### config.mk
export PLATFORM = sky130hd
export DESIGN_NAME = clock_output_distribution_ctrl
export DESIGN_NICKNAME = d
export VERILOG_FILES = /design/src/verilog/clk_dist_pkg.sv /design/src/verilog/clock_output_distribution_ctrl.sv
export SDC_FILE = /design/constraint.sdc
export NUM_CORES = 1
export LEC_CHECK = 0
export ABC_CLOCK_PERIOD_IN_PS = 3600
export BUFFER_PORTS_ARGS = -buffer_cell sky130_fd_sc_hd__buf_2
export CORE_MARGIN = 2
export CORE_UTILIZATION = 58
export CTS_CLUSTER_DIAMETER = 80
export DETAILED_ROUTE_END_ITERATION = 12
export PLACE_DENSITY = 0.81
export SLEW_MARGIN = 20
export SYNTH_ARGS = -nofsm -noshare
export SYNTH_HDL_FRONTEND = slang
export SYNTH_SLANG_ARGS = --single-unit
### constraint.sdc
create_clock -name pclk -period 3.6 [get_ports pclk]
set_clock_uncertainty 0.05 [all_clocks]
set_input_delay 0.72 -clock pclk [delete_from_list [all_inputs] [get_ports pclk]]
set_output_delay 0.72 -clock pclk [all_outputs]
set_load 0.01 [all_outputs]
### src/verilog/clk_dist_pkg.sv
// Package: register map, field layout, reset values and encodings
package clk_dist_pkg;
	// Printed offsets are not multiples of four: they are indices, byte address = 4 * index
	localparam logic [11:0] IDX_DIST_SETTINGS = 12'h400;
	localparam logic [11:0] IDX_DRIVER_ENABLE = 12'h401;
	localparam logic [11:0] IDX_SYNC_CONTROL = 12'h402;
	localparam logic [11:0] IDX_AUTO_SYNC = 12'h403;
	localparam logic [11:0] IDX_CLOCK_OUTPUT_ZERO_MODE = 12'h404;
	// Own registers: channel zero divider value and sync command/status
	localparam logic [11:0] IDX_DIV0_VALUE = 12'h408;
	localparam logic [11:0] IDX_SYNC_STATUS = 12'h420;
	// Writable bit masks; other bits read zero
	localparam logic [7:0] MASK_DIST_SETTINGS = 8'h3f;
	localparam logic [7:0] MASK_DRIVER_ENABLE = 8'h0f;
	localparam logic [7:0] MASK_SYNC_CONTROL = 8'h3f;
	localparam logic [7:0] MASK_AUTO_SYNC = 8'h03;
	localparam logic [7:0] MASK_CLOCK_OUTPUT_ZERO_MODE = 8'h3f;
	localparam logic [29:0] MASK_DIV0 = 30'h3fffffff;
	// Reset values
	localparam logic [7:0] RST_DIST_SETTINGS = 8'h00;
	localparam logic [7:0] RST_DRIVER_ENABLE = 8'h00;
	localparam logic [7:0] RST_SYNC_CONTROL = 8'h00;
	localparam logic [7:0] RST_AUTO_SYNC = 8'h00;
	localparam logic [7:0] RST_CLOCK_OUTPUT_ZERO_MODE = 8'h03;
	localparam logic [29:0] RST_DIV0 = 30'h0;
	// Field positions
	localparam int POS_RX_MODE = 4;
	localparam int POS_EXT_RES = 5;
	localparam int POS_SYNC_SRC = 4;
	localparam int POS_DRIVE = 3;
	localparam int POS_POL_INV = 4;
	localparam int POS_PHASE_INV = 5;
	localparam logic [3:0] ALL_DOWN = 4'hf;
	// Sync source codes
	localparam logic [1:0] SRC_DIRECT = 2'h0;
	localparam logic [1:0] SRC_ACTIVE_REF = 2'h1;
	localparam logic [1:0] SRC_FEEDBACK = 2'h2;
	// Auto sync codes
	localparam logic [1:0] AUTO_OFF = 2'h0;
	localparam logic [1:0] AUTO_FREQ = 2'h1;
	localparam logic [1:0] AUTO_PHASE = 2'h2;
	// Output mode codes
	localparam logic [2:0] MODE_CMOS_BOTH = 3'h0;
	localparam logic [2:0] MODE_CMOS_POS = 3'h1;
	localparam logic [2:0] MODE_CMOS_NEG = 3'h2;
	localparam logic [2:0] MODE_TRI_BOTH = 3'h3;
	localparam logic [2:0] MODE_LVDS = 3'h4;
	localparam logic [2:0] MODE_LVPECL = 3'h5;
	// Sync arming states
	typedef enum logic [2:0] {
		SYNC_IDLE = 3'b001,
		SYNC_ARMED = 3'b010,
		SYNC_FIRE = 3'b100
	} sync_state_e;
endpackage : clk_dist_pkg

### src/verilog/clock_output_distribution_ctrl.sv
// Clock distribution control: APB registers, driver gating, divider sync, output zero pins
//
// Operation
// - Per-channel power-down bit, one powers down
// - All four powered down enters deep sleep
// - Per-driver enable, reset disabled
// - Sync source: direct, active reference, feedback
// - Mask bit makes divider ignore sync reset
// - Auto sync on frequency or phase lock
// - Output zero CMOS and tristate pin modes
// - Output zero LVDS, LVPECL; 110/111 reserved
// - Polarity invert bit flips output zero
// - CMOS phase invert only in CMOS modes
// - Drive strength bit selects drive level
// - Receiver super-Nyquist mode bit
// - External or internal current resistor select
// - Divider value zero means divide by one
`timescale 1ns/1ns
module clock_output_distribution_ctrl #(
	parameter int CHANNELS = 4,
	parameter int DIV_WIDTH = 30
) (
	input wire logic pclk,
	input wire logic presetn,
	input wire logic clk_en,
	input wire logic psel,
	input wire logic penable,
	input wire logic pwrite,
	input wire logic [13:0] paddr,
	input wire logic [31:0] pwdata,
	output logic [31:0] prdata,
	output logic pready,
	output logic pslverr,
	input wire logic dist_clk,
	input wire logic active_ref_edge,
	input wire logic feedback_edge,
	input wire logic freq_lock,
	input wire logic phase_lock,
	output logic [3:0] channel_power_down,
	output logic deep_sleep,
	output logic [3:0] driver_enable,
	output logic [3:0] divider_sync_reset,
	output logic receiver_super_nyquist,
	output logic external_resistor,
	output logic zero_pos_data,
	output logic zero_neg_data,
	output logic zero_pos_oe_n,
	output logic zero_neg_oe_n,
	output logic zero_lvds,
	output logic zero_lvpecl,
	output logic zero_drive_high
);
	logic [7:0] dist_settings_reg;
	logic [7:0] driver_enable_reg;
	logic [7:0] sync_control_reg;
	logic [7:0] auto_sync_reg;
	logic [7:0] clock_output_zero_mode_reg;
	logic [DIV_WIDTH-1:0] div0_reg;
	logic [DIV_WIDTH-1:0] div0_count_reg;
	logic clk_clock_output_zero_reg;
	logic [2:0] dist_clk_sync;
	logic [1:0] ref_sync;
	logic [1:0] fb_sync;
	logic [1:0] flock_sync;
	logic [1:0] plock_sync;
	logic ref_prev;
	logic fb_prev;
	logic flock_prev;
	logic plock_prev;
	logic sync_cmd;
	logic sync_event;
	logic source_edge;
	logic auto_trigger;
	logic sync_done_reg;
	logic wr_en;
	logic rd_en;
	logic [11:0] idx;
	logic addr_ok;
	logic [31:0] rd_next;
	logic pin_pos;
	logic pin_neg;
	logic is_cmos;
	clk_dist_pkg::sync_state_e sync_state_reg;

	// Word-indexed decode; low two address bits must be zero
	assign idx = paddr[13:2];
	assign wr_en = clk_en && psel && penable && pwrite && pready;
	assign rd_en = clk_en && psel && !penable && !pwrite;
	assign sync_cmd = wr_en && addr_ok && (idx == clk_dist_pkg::IDX_SYNC_STATUS) && pwdata[0];

	// Address decode and read mux
	always_comb begin
		addr_ok = 1'b1;
		rd_next = 32'h0;
		if (paddr[1:0] != 2'h0) begin
			addr_ok = 1'b0;
		end else if (idx == clk_dist_pkg::IDX_DIST_SETTINGS) begin
			rd_next = {24'h0, dist_settings_reg};
		end else if (idx == clk_dist_pkg::IDX_DRIVER_ENABLE) begin
			rd_next = {24'h0, driver_enable_reg};
		end else if (idx == clk_dist_pkg::IDX_SYNC_CONTROL) begin
			rd_next = {24'h0, sync_control_reg};
		end else if (idx == clk_dist_pkg::IDX_AUTO_SYNC) begin
			rd_next = {24'h0, auto_sync_reg};
		end else if (idx == clk_dist_pkg::IDX_CLOCK_OUTPUT_ZERO_MODE) begin
			rd_next = {24'h0, clock_output_zero_mode_reg};
		end else if (idx == clk_dist_pkg::IDX_DIV0_VALUE) begin
			rd_next = {{(32-DIV_WIDTH){1'b0}}, div0_reg};
		end else if (idx == clk_dist_pkg::IDX_SYNC_STATUS) begin
			rd_next = {29'h0, deep_sleep, sync_done_reg, 1'b0};
		end else begin
			addr_ok = 1'b0;
		end
	end

	// Bus answer: ready in the first access cycle, no wait states
	always_ff @(posedge pclk or negedge presetn) begin
		if (!presetn) begin
			pready <= 1'b0;
			pslverr <= 1'b0;
			prdata <= 32'h0;
		end else if (clk_en) begin
			pready <= psel && !penable;
			pslverr <= psel && !penable && !addr_ok;
			if (rd_en) begin
				prdata <= addr_ok ? rd_next : 32'h0;
			end
		end
	end

	// Register writes; unused bits masked off so they never store
	always_ff @(posedge pclk or negedge presetn) begin
		if (!presetn) begin
			dist_settings_reg <= clk_dist_pkg::RST_DIST_SETTINGS;
			driver_enable_reg <= clk_dist_pkg::RST_DRIVER_ENABLE;
			sync_control_reg <= clk_dist_pkg::RST_SYNC_CONTROL;
			auto_sync_reg <= clk_dist_pkg::RST_AUTO_SYNC;
			clock_output_zero_mode_reg <= clk_dist_pkg::RST_CLOCK_OUTPUT_ZERO_MODE;
			div0_reg <= DIV_WIDTH'(clk_dist_pkg::RST_DIV0);
		end else if (wr_en && addr_ok) begin
			if (idx == clk_dist_pkg::IDX_DIST_SETTINGS) begin
				dist_settings_reg <= pwdata[7:0] & clk_dist_pkg::MASK_DIST_SETTINGS;
			end else if (idx == clk_dist_pkg::IDX_DRIVER_ENABLE) begin
				driver_enable_reg <= pwdata[7:0] & clk_dist_pkg::MASK_DRIVER_ENABLE;
			end else if (idx == clk_dist_pkg::IDX_SYNC_CONTROL) begin
				sync_control_reg <= pwdata[7:0] & clk_dist_pkg::MASK_SYNC_CONTROL;
			end else if (idx == clk_dist_pkg::IDX_AUTO_SYNC) begin
				auto_sync_reg <= pwdata[7:0] & clk_dist_pkg::MASK_AUTO_SYNC;
			end else if (idx == clk_dist_pkg::IDX_CLOCK_OUTPUT_ZERO_MODE) begin
				clock_output_zero_mode_reg <= pwdata[7:0] & clk_dist_pkg::MASK_CLOCK_OUTPUT_ZERO_MODE;
			end else if (idx == clk_dist_pkg::IDX_DIV0_VALUE) begin
				div0_reg <= pwdata[DIV_WIDTH-1:0] & DIV_WIDTH'(clk_dist_pkg::MASK_DIV0);
			end
		end
	end

	// Pin and lock inputs come from other domains: two flops before use
	always_ff @(posedge pclk or negedge presetn) begin
		if (!presetn) begin
			dist_clk_sync <= 3'h0;
			ref_sync <= 2'h0;
			fb_sync <= 2'h0;
			flock_sync <= 2'h0;
			plock_sync <= 2'h0;
			ref_prev <= 1'b0;
			fb_prev <= 1'b0;
			flock_prev <= 1'b0;
			plock_prev <= 1'b0;
		end else if (clk_en) begin
			dist_clk_sync <= {dist_clk_sync[1:0], dist_clk};
			ref_sync <= {ref_sync[0], active_ref_edge};
			fb_sync <= {fb_sync[0], feedback_edge};
			flock_sync <= {flock_sync[0], freq_lock};
			plock_sync <= {plock_sync[0], phase_lock};
			ref_prev <= ref_sync[1];
			fb_prev <= fb_sync[1];
			flock_prev <= flock_sync[1];
			plock_prev <= plock_sync[1];
		end
	end

	// Auto sync fires once on the rising edge of the chosen lock
	always_comb begin
		case (auto_sync_reg[1:0])
			clk_dist_pkg::AUTO_FREQ: auto_trigger = flock_sync[1] && !flock_prev;
			clk_dist_pkg::AUTO_PHASE: auto_trigger = plock_sync[1] && !plock_prev;
			default: auto_trigger = 1'b0;
		endcase
	end

	// Selected source edge; reserved code never releases a sync
	always_comb begin
		case (sync_control_reg[clk_dist_pkg::POS_SYNC_SRC +: 2])
			clk_dist_pkg::SRC_DIRECT: source_edge = 1'b1;
			clk_dist_pkg::SRC_ACTIVE_REF: source_edge = ref_sync[1] && !ref_prev;
			clk_dist_pkg::SRC_FEEDBACK: source_edge = fb_sync[1] && !fb_prev;
			default: source_edge = 1'b0;
		endcase
	end

	// Request arms, then the source edge fires the sync
	always_ff @(posedge pclk or negedge presetn) begin
		if (!presetn) begin
			sync_state_reg <= clk_dist_pkg::SYNC_IDLE;
		end else if (clk_en) begin
			case (sync_state_reg)
				clk_dist_pkg::SYNC_IDLE: begin
					if (sync_cmd || auto_trigger) begin
						sync_state_reg <= clk_dist_pkg::SYNC_ARMED;
					end
				end
				clk_dist_pkg::SYNC_ARMED: begin
					if (source_edge) begin
						sync_state_reg <= clk_dist_pkg::SYNC_FIRE;
					end
				end
				default: sync_state_reg <= clk_dist_pkg::SYNC_IDLE;
			endcase
		end
	end
	assign sync_event = (sync_state_reg == clk_dist_pkg::SYNC_FIRE);

	// Sync-done flag: set wins over clear by a write of one to bit 1
	always_ff @(posedge pclk or negedge presetn) begin
		if (!presetn) begin
			sync_done_reg <= 1'b0;
		end else if (clk_en) begin
			if (sync_event) begin
				sync_done_reg <= 1'b1;
			end else if (wr_en && addr_ok && (idx == clk_dist_pkg::IDX_SYNC_STATUS)
				&& pwdata[1]) begin
				sync_done_reg <= 1'b0;
			end
		end
	end

	// Channel zero divider on the sampled distribution clock; value zero passes through
	always_ff @(posedge pclk or negedge presetn) begin
		if (!presetn) begin
			div0_count_reg <= '0;
			clk_clock_output_zero_reg <= 1'b0;
		end else if (clk_en) begin
			if (sync_event && !sync_control_reg[0]) begin
				div0_count_reg <= '0;
				clk_clock_output_zero_reg <= 1'b0;
			end else if (div0_reg == '0) begin
				clk_clock_output_zero_reg <= dist_clk_sync[1];
			end else if (dist_clk_sync[1] && !dist_clk_sync[2]) begin
				if (div0_count_reg >= div0_reg) begin
					div0_count_reg <= '0;
					clk_clock_output_zero_reg <= !clk_clock_output_zero_reg;
				end else begin
					div0_count_reg <= div0_count_reg + 1'b1;
				end
			end
		end
	end

	// Output zero pin logic; phase invert acts only in CMOS modes
	assign is_cmos = (clock_output_zero_mode_reg[2:0] == clk_dist_pkg::MODE_CMOS_BOTH)
		|| (clock_output_zero_mode_reg[2:0] == clk_dist_pkg::MODE_CMOS_POS)
		|| (clock_output_zero_mode_reg[2:0] == clk_dist_pkg::MODE_CMOS_NEG);
	assign pin_pos = clk_clock_output_zero_reg ^ clock_output_zero_mode_reg[clk_dist_pkg::POS_POL_INV];
	assign pin_neg = is_cmos ? (pin_pos ^ clock_output_zero_mode_reg[clk_dist_pkg::POS_PHASE_INV])
		: !pin_pos;

	// Registered control outputs; drivers gated by power-down and enable
	always_ff @(posedge pclk or negedge presetn) begin
		if (!presetn) begin
			channel_power_down <= 4'h0;
			deep_sleep <= 1'b0;
			driver_enable <= 4'h0;
			divider_sync_reset <= 4'h0;
			receiver_super_nyquist <= 1'b0;
			external_resistor <= 1'b0;
			zero_pos_data <= 1'b0;
			zero_neg_data <= 1'b0;
			zero_pos_oe_n <= 1'b1;
			zero_neg_oe_n <= 1'b1;
			zero_lvds <= 1'b0;
			zero_lvpecl <= 1'b0;
			zero_drive_high <= 1'b0;
		end else if (clk_en) begin
			channel_power_down <= dist_settings_reg[3:0];
			deep_sleep <= (dist_settings_reg[3:0] == clk_dist_pkg::ALL_DOWN);
			driver_enable <= driver_enable_reg[3:0] & ~dist_settings_reg[3:0];
			divider_sync_reset <= {4{sync_event}} & ~sync_control_reg[3:0];
			receiver_super_nyquist <= dist_settings_reg[clk_dist_pkg::POS_RX_MODE];
			external_resistor <= dist_settings_reg[clk_dist_pkg::POS_EXT_RES];
			zero_drive_high <= clock_output_zero_mode_reg[clk_dist_pkg::POS_DRIVE];
			zero_pos_data <= pin_pos;
			zero_neg_data <= pin_neg;
			// Pins float unless the channel is enabled and awake
			zero_pos_oe_n <= !(driver_enable_reg[0] && !dist_settings_reg[0]
				&& (clock_output_zero_mode_reg[2:0] == clk_dist_pkg::MODE_CMOS_BOTH
				|| clock_output_zero_mode_reg[2:0] == clk_dist_pkg::MODE_CMOS_POS));
			zero_neg_oe_n <= !(driver_enable_reg[0] && !dist_settings_reg[0]
				&& (clock_output_zero_mode_reg[2:0] == clk_dist_pkg::MODE_CMOS_BOTH
				|| clock_output_zero_mode_reg[2:0] == clk_dist_pkg::MODE_CMOS_NEG));
			// Reserved codes 110/111 leave every driver off
			zero_lvds <= driver_enable_reg[0] && !dist_settings_reg[0]
				&& (clock_output_zero_mode_reg[2:0] == clk_dist_pkg::MODE_LVDS);
			zero_lvpecl <= driver_enable_reg[0] && !dist_settings_reg[0]
				&& (clock_output_zero_mode_reg[2:0] == clk_dist_pkg::MODE_LVPECL);
		end
	end

	// Checks
	power_down_a: assert property (@(posedge pclk) disable iff (!presetn)
		clk_en |=> channel_power_down == $past(dist_settings_reg[3:0]))
		else $error("power-down output wrong");
	deep_sleep_a: assert property (@(posedge pclk) disable iff (!presetn)
		clk_en && dist_settings_reg[3:0] == 4'hf |=> deep_sleep)
		else $error("deep sleep missed");
	driver_gate_a: assert property (@(posedge pclk) disable iff (!presetn)
		driver_enable_reg[0] == 1'b0 && clk_en |=> !driver_enable[0])
		else $error("disabled driver on");
	source_wait_a: assert property (@(posedge pclk) disable iff (!presetn)
		sync_state_reg == clk_dist_pkg::SYNC_ARMED && !source_edge && clk_en
		|=> !sync_event)
		else $error("sync fired without source edge");
	sync_mask_a: assert property (@(posedge pclk) disable iff (!presetn)
		clk_en && sync_event && sync_control_reg[2] |=> !divider_sync_reset[2])
		else $error("masked divider got sync");
	auto_off_a: assert property (@(posedge pclk) disable iff (!presetn)
		auto_sync_reg[1:0] == 2'h0 |-> !auto_trigger)
		else $error("auto sync while disabled");
	tristate_a: assert property (@(posedge pclk) disable iff (!presetn)
		clk_en && clock_output_zero_mode_reg[2:0] == 3'h3 |=> zero_pos_oe_n && zero_neg_oe_n)
		else $error("tristate mode drives");
	reserved_mode_a: assert property (@(posedge pclk) disable iff (!presetn)
		clk_en && clock_output_zero_mode_reg[2:1] == 2'h3 |=> !zero_lvds && !zero_lvpecl)
		else $error("reserved mode drives");
	phase_inv_a: assert property (@(posedge pclk) disable iff (!presetn)
		clk_en && !is_cmos |=> zero_neg_data != zero_pos_data)
		else $error("phase invert in differential mode");
	sync_cov: cover property (@(posedge pclk) disable iff (!presetn) sync_event);
	auto_cov: cover property (@(posedge pclk) disable iff (!presetn) auto_trigger);
	phase_cov: cover property (@(posedge pclk) disable iff (!presetn) is_cmos && clock_output_zero_mode_reg[5]);
	sleep_cov: cover property (@(posedge pclk) disable iff (!presetn) deep_sleep);
	lvds_cov: cover property (@(posedge pclk) disable iff (!presetn) zero_lvds);
endmodule : clock_output_distribution_ctrl

==> qor.txt, run 1 <==
Unrepaired setup endpoints after global routing: no
1st-pass router iterations: 6
Largest area contributor in the netlist: dfrtp_1
Top_reg_cell synth: dfrtp_1
Main combinational cell family by area after synthesis: compound AO/OA/AOI/OAI gates
Clock sinks: 158
Cell Int Power: 2990 uW
Flop pwr share: 47.6%
Net switching power: 878 uW
Post-synth top area share: 48.9%
Finish-stage setup viols: 0
Initial antenna violation count: 0
Peak supply drop: 0.000277 V
DRT iter0 DRCs: 433
CP Max Fanout: 9
Min cycle time layout: 3240 ps
Synth Cell Area: 7830 sq um
Fin. Hold Viols: 0
Max Cap Viol: 0
Cell Count, Final, Fillers Out: 992
R2R Path Start: div0_reg[25]
Reg2reg path depth: 8
Post-DP HPWL: 13600 um
TritonCTS clock tree: yes
Critical path class: flop to flop
Number of fillers in the final layout: 904
Synth-to-layout area growth: 17.2%
Vias in the first global route: 6087
# diodes: 0
Pwr dens: 421 nW/um^2
H-tree depth: 4
CTS clk-pin slew, worst paths: 60 ps
Drt drc: 0
Final WL: 19400 um
Register area: 3960 sq um
I/O Buffers: 108
Mean Syn Cell Area: 11.3 sq um
Die height: 120 um
Sequential element share of the synthesized area: 50.6%
DR vias/cell: 6.23
Worst Setup End Kind: flop
Number of I/O pins: 113
Worst min path class: input pin to async pin
Leakage: 0.00446 uW
Clk pwr share: 47.0%
Final ANT Viol Nets: 0
Layout cells sized above 1: 30.1%
PostCTS Resize Cnt: 0
Data arrival time of the critical path: 3490 ps
Longest Clk Path Bufs: 2
Logic pwr share: 5.4%
Multi-input gate area: 3550 sq um
Largest net degree at the start of global routing: 70
Adder-Cell Fraction of Synth Area: 5.40%
XOR/XNOR Fraction of Synth Area: 0.336%
Slew Limit Fails: 0
Fin crit share: 90.1%
Hold-fix buffers, CTS: 0
Slew HR: 50.3%
Top cells by area, synth: dfrtp_1 (49%), mux2_2 (11%), ha_1 (5.3%)
All-layer global routing usage: 28.2%
CTS root buf: clkbuf_16
Initial Util: 59.3%
Post-synth EDFFs: 0
Global-route wire length before repair: 31700 um
Simple-gate share of the synthesized area: 13.1%
Post-DR wirelength/cell: 19.6 um
Fmax: 0.308 GHz
Status: finished, final reports clean
# rows: 42
CP Launch Type: flop
Synthesized instance count: 691
Grt ovf: 0
Routability cong.: 0.907
Post-Route Setup TNS: 0 ps
Req. time, crit path: 3840 ps
Synth Area in Compound Gates: 13.4%
Critical Path Start: div0_reg[25]
Tightest Pin Transition: 727 ps
Synth cell types: 64
Total die area: 14400 sq um
Placeable Area: 13200 sq um
Post-CTS Setup Inserts: 0
Final nets: 894
Crit Reg-Reg Endpoint: div0_count_reg[17]
Placed Cells: 960
Ys async rst share: 100%
Post-synthesis register bit count: 158
Number of clock buffers inserted by TritonCTS: 17
Total number of yosys warnings: 0
Clock latency at the later pin of the worst-skew pair: 430 ps
Mux contribution to synthesized area: 12.9%
Switching Share: 22.7%
Die width: 120 um
R2r setup slk: 360 ps
Vias: 6176
==> cell type report <==
| class | count | area share [%] |
|---|---|---|
| clock inverters | 13 | 1.77 |
| clock buffers | 18 | 4.68 |
| well taps | 176 | 2.40 |
| multi-input cells | 458 | 38.7 |
| repair buffers | 120 | 7.26 |
| flip-flops and latches | 158 | 43.2 |
| inverters | 49 | 2.01 |
==> logic make-up (layout without fill, tap and decap cells) <==
group / after synthesis / after routing
adder cells (fa/ha/maj): 34 / 34
multiplexers: 91 / 91
other: 1 / 2
XOR/XNOR: 3 / 3
AO/OA/AOI/OAI: 144 / 144
buffers and inverters: 76 / 200
AND/OR/NAND/NOR: 184 / 184
flip-flops: 158 / 158
==> per-layer routing <==
layer / vias up / track usage [%] / share of wire, %
li1: 2800 / - / -
met1: 3059 / 40.2 / 45
met2: 277 / 42.8 / 46
met3: 40 / 6.37 / 6.9
met4: 0 / 9.56 / 2.4
met5: - / 0 / 0
==> power groups by stage <==
stage	Combinational, uW	Clock [uW]	Sequential (uW)
3_5_place_dp	206	0	1870
4_1_cts	208	1840	1840
6_report	207	1820	1840
2_1_floorplan	94.9	0	1870
3_3_place_gp	197	0	1870
5_1_grt	230	1920	1840
==> worst max-delay path, cell delays in order, from the launching register on <==
cell	delay, ps
dfrtp_1	440
inv_1	100
ha_1	330
and2_1	160
a221o_1	290
a221o_1	430
nor3_2	490
nand2b_1	360
o311ai_0	460
==> layout by cell type (no fill, tap or decap), types with 8 or more instances in the layout <==
master,count
buf_4,9
inv_1,48
mux2i_1,12
a21o_1,12
nand4_1,20
mux2_2,79
dfrtp_1,153
nor2_1,25
nand3_1,30
nand2_1,41
a22o_1,31
nand2b_1,8
nand3b_1,8
buf_2,107
clkbuf_16,17
o21ai_0,19
a21oi_1,28
ha_1,33
==> stage by stage <==
stage | total power [uW] | utilization, % | hold slack, ps | cell area, sq um | worst slack (ps)
after floorplan | 1960 | - | 374 | 7830 | 933
after global placement | 2070 | 65.0 | 404 | 8570 | 356
after detailed placement | 2080 | 65.0 | 416 | 8570 | 213
after CTS | 3890 | 69.4 | 246 | 9160 | 152
after global routing | 3990 | 69.5 | 272 | 9170 | 187
final | 3860 | 69.5 | 234 | 9170 | 357
==> how the worst max path moves through the flow <==
stage,to,depth (start not counted),slack (ps)
2_1_floorplan,sync_control_reg[0],6,930
3_3_place_gp,dist_settings_reg[4],7,360
3_5_place_dp,div0_count_reg[26],9,210
4_1_cts,div0_count_reg[26],9,150
5_1_grt,div0_count_reg[17],8,190
6_report,div0_count_reg[17],8,360
==> synth_stat cells, drive strengths merged (3+ instances only) <==
cell and number:
dfrtp 153, mux2 79, inv 48, nand2 42
ha 33, a22o 31, nand3 30, a21oi 29
nor2 25, nand4 20, o21ai 20, buf 15
a21o 12, clkbuf 12, mux2i 12, nor3 10
nand2b 8, nand3b 8, nor4 8, and2 6
a221o 5, and4 5, dfstp 5, o31ai 5
a211oi 4, a31oi 4, and3 4, nor2b 4
o2bb2ai 4, o311ai 4, or4 4, a222oi 3
a22oi 3, nor4b 3, xnor2 3
(Power assumes the default switching activity.)
==> inputs of run 2 (changes only) <==
--- a/config.mk
+++ b/config.mk
@@ -7,7 +7,7 @@
 export LEC_CHECK = 0
 export ABC_CLOCK_PERIOD_IN_PS = 3600
 export BUFFER_PORTS_ARGS = -buffer_cell sky130_fd_sc_hd__buf_2
-export CORE_MARGIN = 2
+export CORE_MARGIN = 8
 export CORE_UTILIZATION = 58
 export CTS_CLUSTER_DIAMETER = 80
 export DETAILED_ROUTE_END_ITERATION = 12
==> qor.txt, run 2 (synthesis gave the netlist of run 1 again) <==
Max Cap Viol: 0 (unchanged)
Initial antenna violation count: 0 (unchanged)
CP Max Fanout: 24 (+15)
Critical path class: flop to flop
CTS clk-pin slew, worst paths: 70 ps (about the same)
R2r setup slk: 280 ps (-80 ps)
Finish-stage setup viols: 0 (unchanged)
Fin. Hold Viols: 0 (unchanged)
Slew Limit Fails: 0 (unchanged)
Final WL: 20100 um (+3.3%)
Final nets: 892 (-0.22%)
Min cycle time layout: 3320 ps (+77.6 ps)
H-tree depth: 4 (unchanged)
Multi-input gate area: 3550 sq um (unchanged)
Die height: 132 um (+10%)
Status: finished, final reports clean
I/O Buffers: 108 (unchanged)
Fin crit share: 92.2% (+2.2 points)
Placeable Area: 13200 sq um (unchanged)
Pre-CTS setup slack: 220 ps (+7.79 ps)
Global-route wire length before repair: 32500 um (+2.8%)
CP Launch Type: flop
Slew HR: 32.1% (-18 points)
Largest net degree at the start of global routing: 68 (-2.9%)
Grt ovf: 0 (unchanged)
# diodes: 0 (unchanged)
Critical Path Start: div0_count_reg[23]
Number of clock buffers inserted by TritonCTS: 17 (unchanged)
Critical path cell sequence: ha_1, a21o_1, a221o_1, a221o_1, nor4_4, buf_4, a21o_1, a22o_1
Number of I/O pins: 113 (unchanged)
Drt drc: 0 (unchanged)
Reg2reg path depth: 8 (unchanged)
Data arrival time of the critical path: 3630 ps (+140 ps)
R2R Path Start: div0_count_reg[23]
DRT iter0 DRCs: 571 (+32%)
Worst path slowest cell: nor4_4
# rows: 42 (unchanged)
Hold-fix buffers, CTS: 0 (unchanged)
Clock sinks: 158 (unchanged)
Routability cong.: 0.904 (-0.35%)
TritonCTS clock tree: yes
Synth-to-layout area growth: 16.8%
Initial Util: 59.3% (unchanged)
Die width: 132 um (+10%)
Worst Setup End Kind: flop
Req. time, crit path: 3910 ps (+70 ps)
Post-Route Setup TNS: 0 ps (unchanged)
1st-pass router iterations: 5 (-1)
Post-DP HPWL: 14300 um (+5.4%)
Final ANT Viol Nets: 0 (unchanged)
Leakage: 0.00444 uW (-0.42%)
Most frequent cells in the layout: dfrtp_1 (153), buf_2 (107), mux2_2 (79)
Worst hold slack: 233 ps (-1.66 ps)
Post-DR wirelength/cell: 20.3 um (+3.4%)
Vias in the first global route: 6244 (+2.6%)
Tightest Pin Transition: 1010 ps (+284 ps)
All-layer global routing usage: 22.9% (-5.3 points)
Register area: 3960 sq um (unchanged)
Layout cells sized above 1: 29.8% (-0.33 points)
Crit Reg-Reg Endpoint: div0_count_reg[2]
Longest Clk Path Bufs: 2 (unchanged)
Worst path max stage delay: 850 ps (+360 ps)
Commonest non-fill, non-tap cell in the layout: dfrtp_1
CTS root buf: clkbuf_16
Unrepaired setup endpoints after global routing: no
Fmax: 0.301 GHz (-2.3%)
Number of fillers in the final layout: 941 (+4.1%)
Peak supply drop: 0.000398 V (+44%)
Clock latency at the later pin of the worst-skew pair: 430 ps (about the same)
Vias: 6227 (+0.83%)
Pwr dens: 421 nW/um^2 (about the same)
Worst min path class: input pin to async pin
Total die area: 17500 sq um (+21%)
DR vias/cell: 6.28 (+0.93%)
PnR worst setup slack: 280 ps (-77.6 ps)
-- run 2: changes by cell type in the layout (fill, tap and decap cells not counted), sizes merged --
| cell | change |
|---|---|
| clkbuf | +4 |
| buf | -2 |
| bufinv | -1 |
| clkinv | -1 |
| clkinvlp | -1 |
-- run 2: where the power goes --
part           internal, uW  switching (uW)
sequential             1810            27.6
combinational          83.1             125
clock                  1070             730
total                  2970             882
-- run 2: how the worst max path moves through the flow --
stage	to	slack [ps]	depth (start not counted)
after global routing	div0_count_reg[5]	50	9
after floorplan	sync_control_reg[0]	930	6
final	div0_count_reg[2]	280	8
after CTS	div0_count_reg[2]	190	9
after global placement	dist_settings_reg[4]	340	7
after detailed placement	dist_settings_reg[5]	220	7
-- run 2: final cells by class --
class	count	area share, %
Clock buffer	22	5.08
Clock inverter	10	1.42
Inverter	49	2.01
Multi-Input combinational cell	458	38.8
Sequential cell	158	43.3
Tap cell	176	2.41
Timing Repair Buffer	118	6.94
-- run 2: worst max-delay path, delay by kind of cell, from the launching register on --
kind	cells	cell delay, ps
compound gates	5	1180
fa+ha+maj	1	320
buf+inv	1	400
simple gates	1	850
flops	1	450
-- run 2: routing by layer --
layer  global-route usage (%)  share of wire, %  vias up
li1                         -                 -     2786
met1                     30.1                44     3118
met2                     36.1                47      271
met3                     5.45               7.4       52
met4                     8.68               2.1        0
met5                        0                 0        -
-- run 2: timing repair --
item,CTS,global route
resized for setup,0,0
endpoints found under the setup margin,0,13
buffers inserted,0,0
-- run 2: stage by stage --
step	total power, uW	utilization (%)	area [sq um]	std cells
floorplan	1960	-	7830	692
global placement	2070	64.8	8550	959
detailed placement	2080	64.8	8550	959
CTS	3860	69.3	9140	991
global route	3950	69.3	9140	991
finish	3850	69.3	9140	991
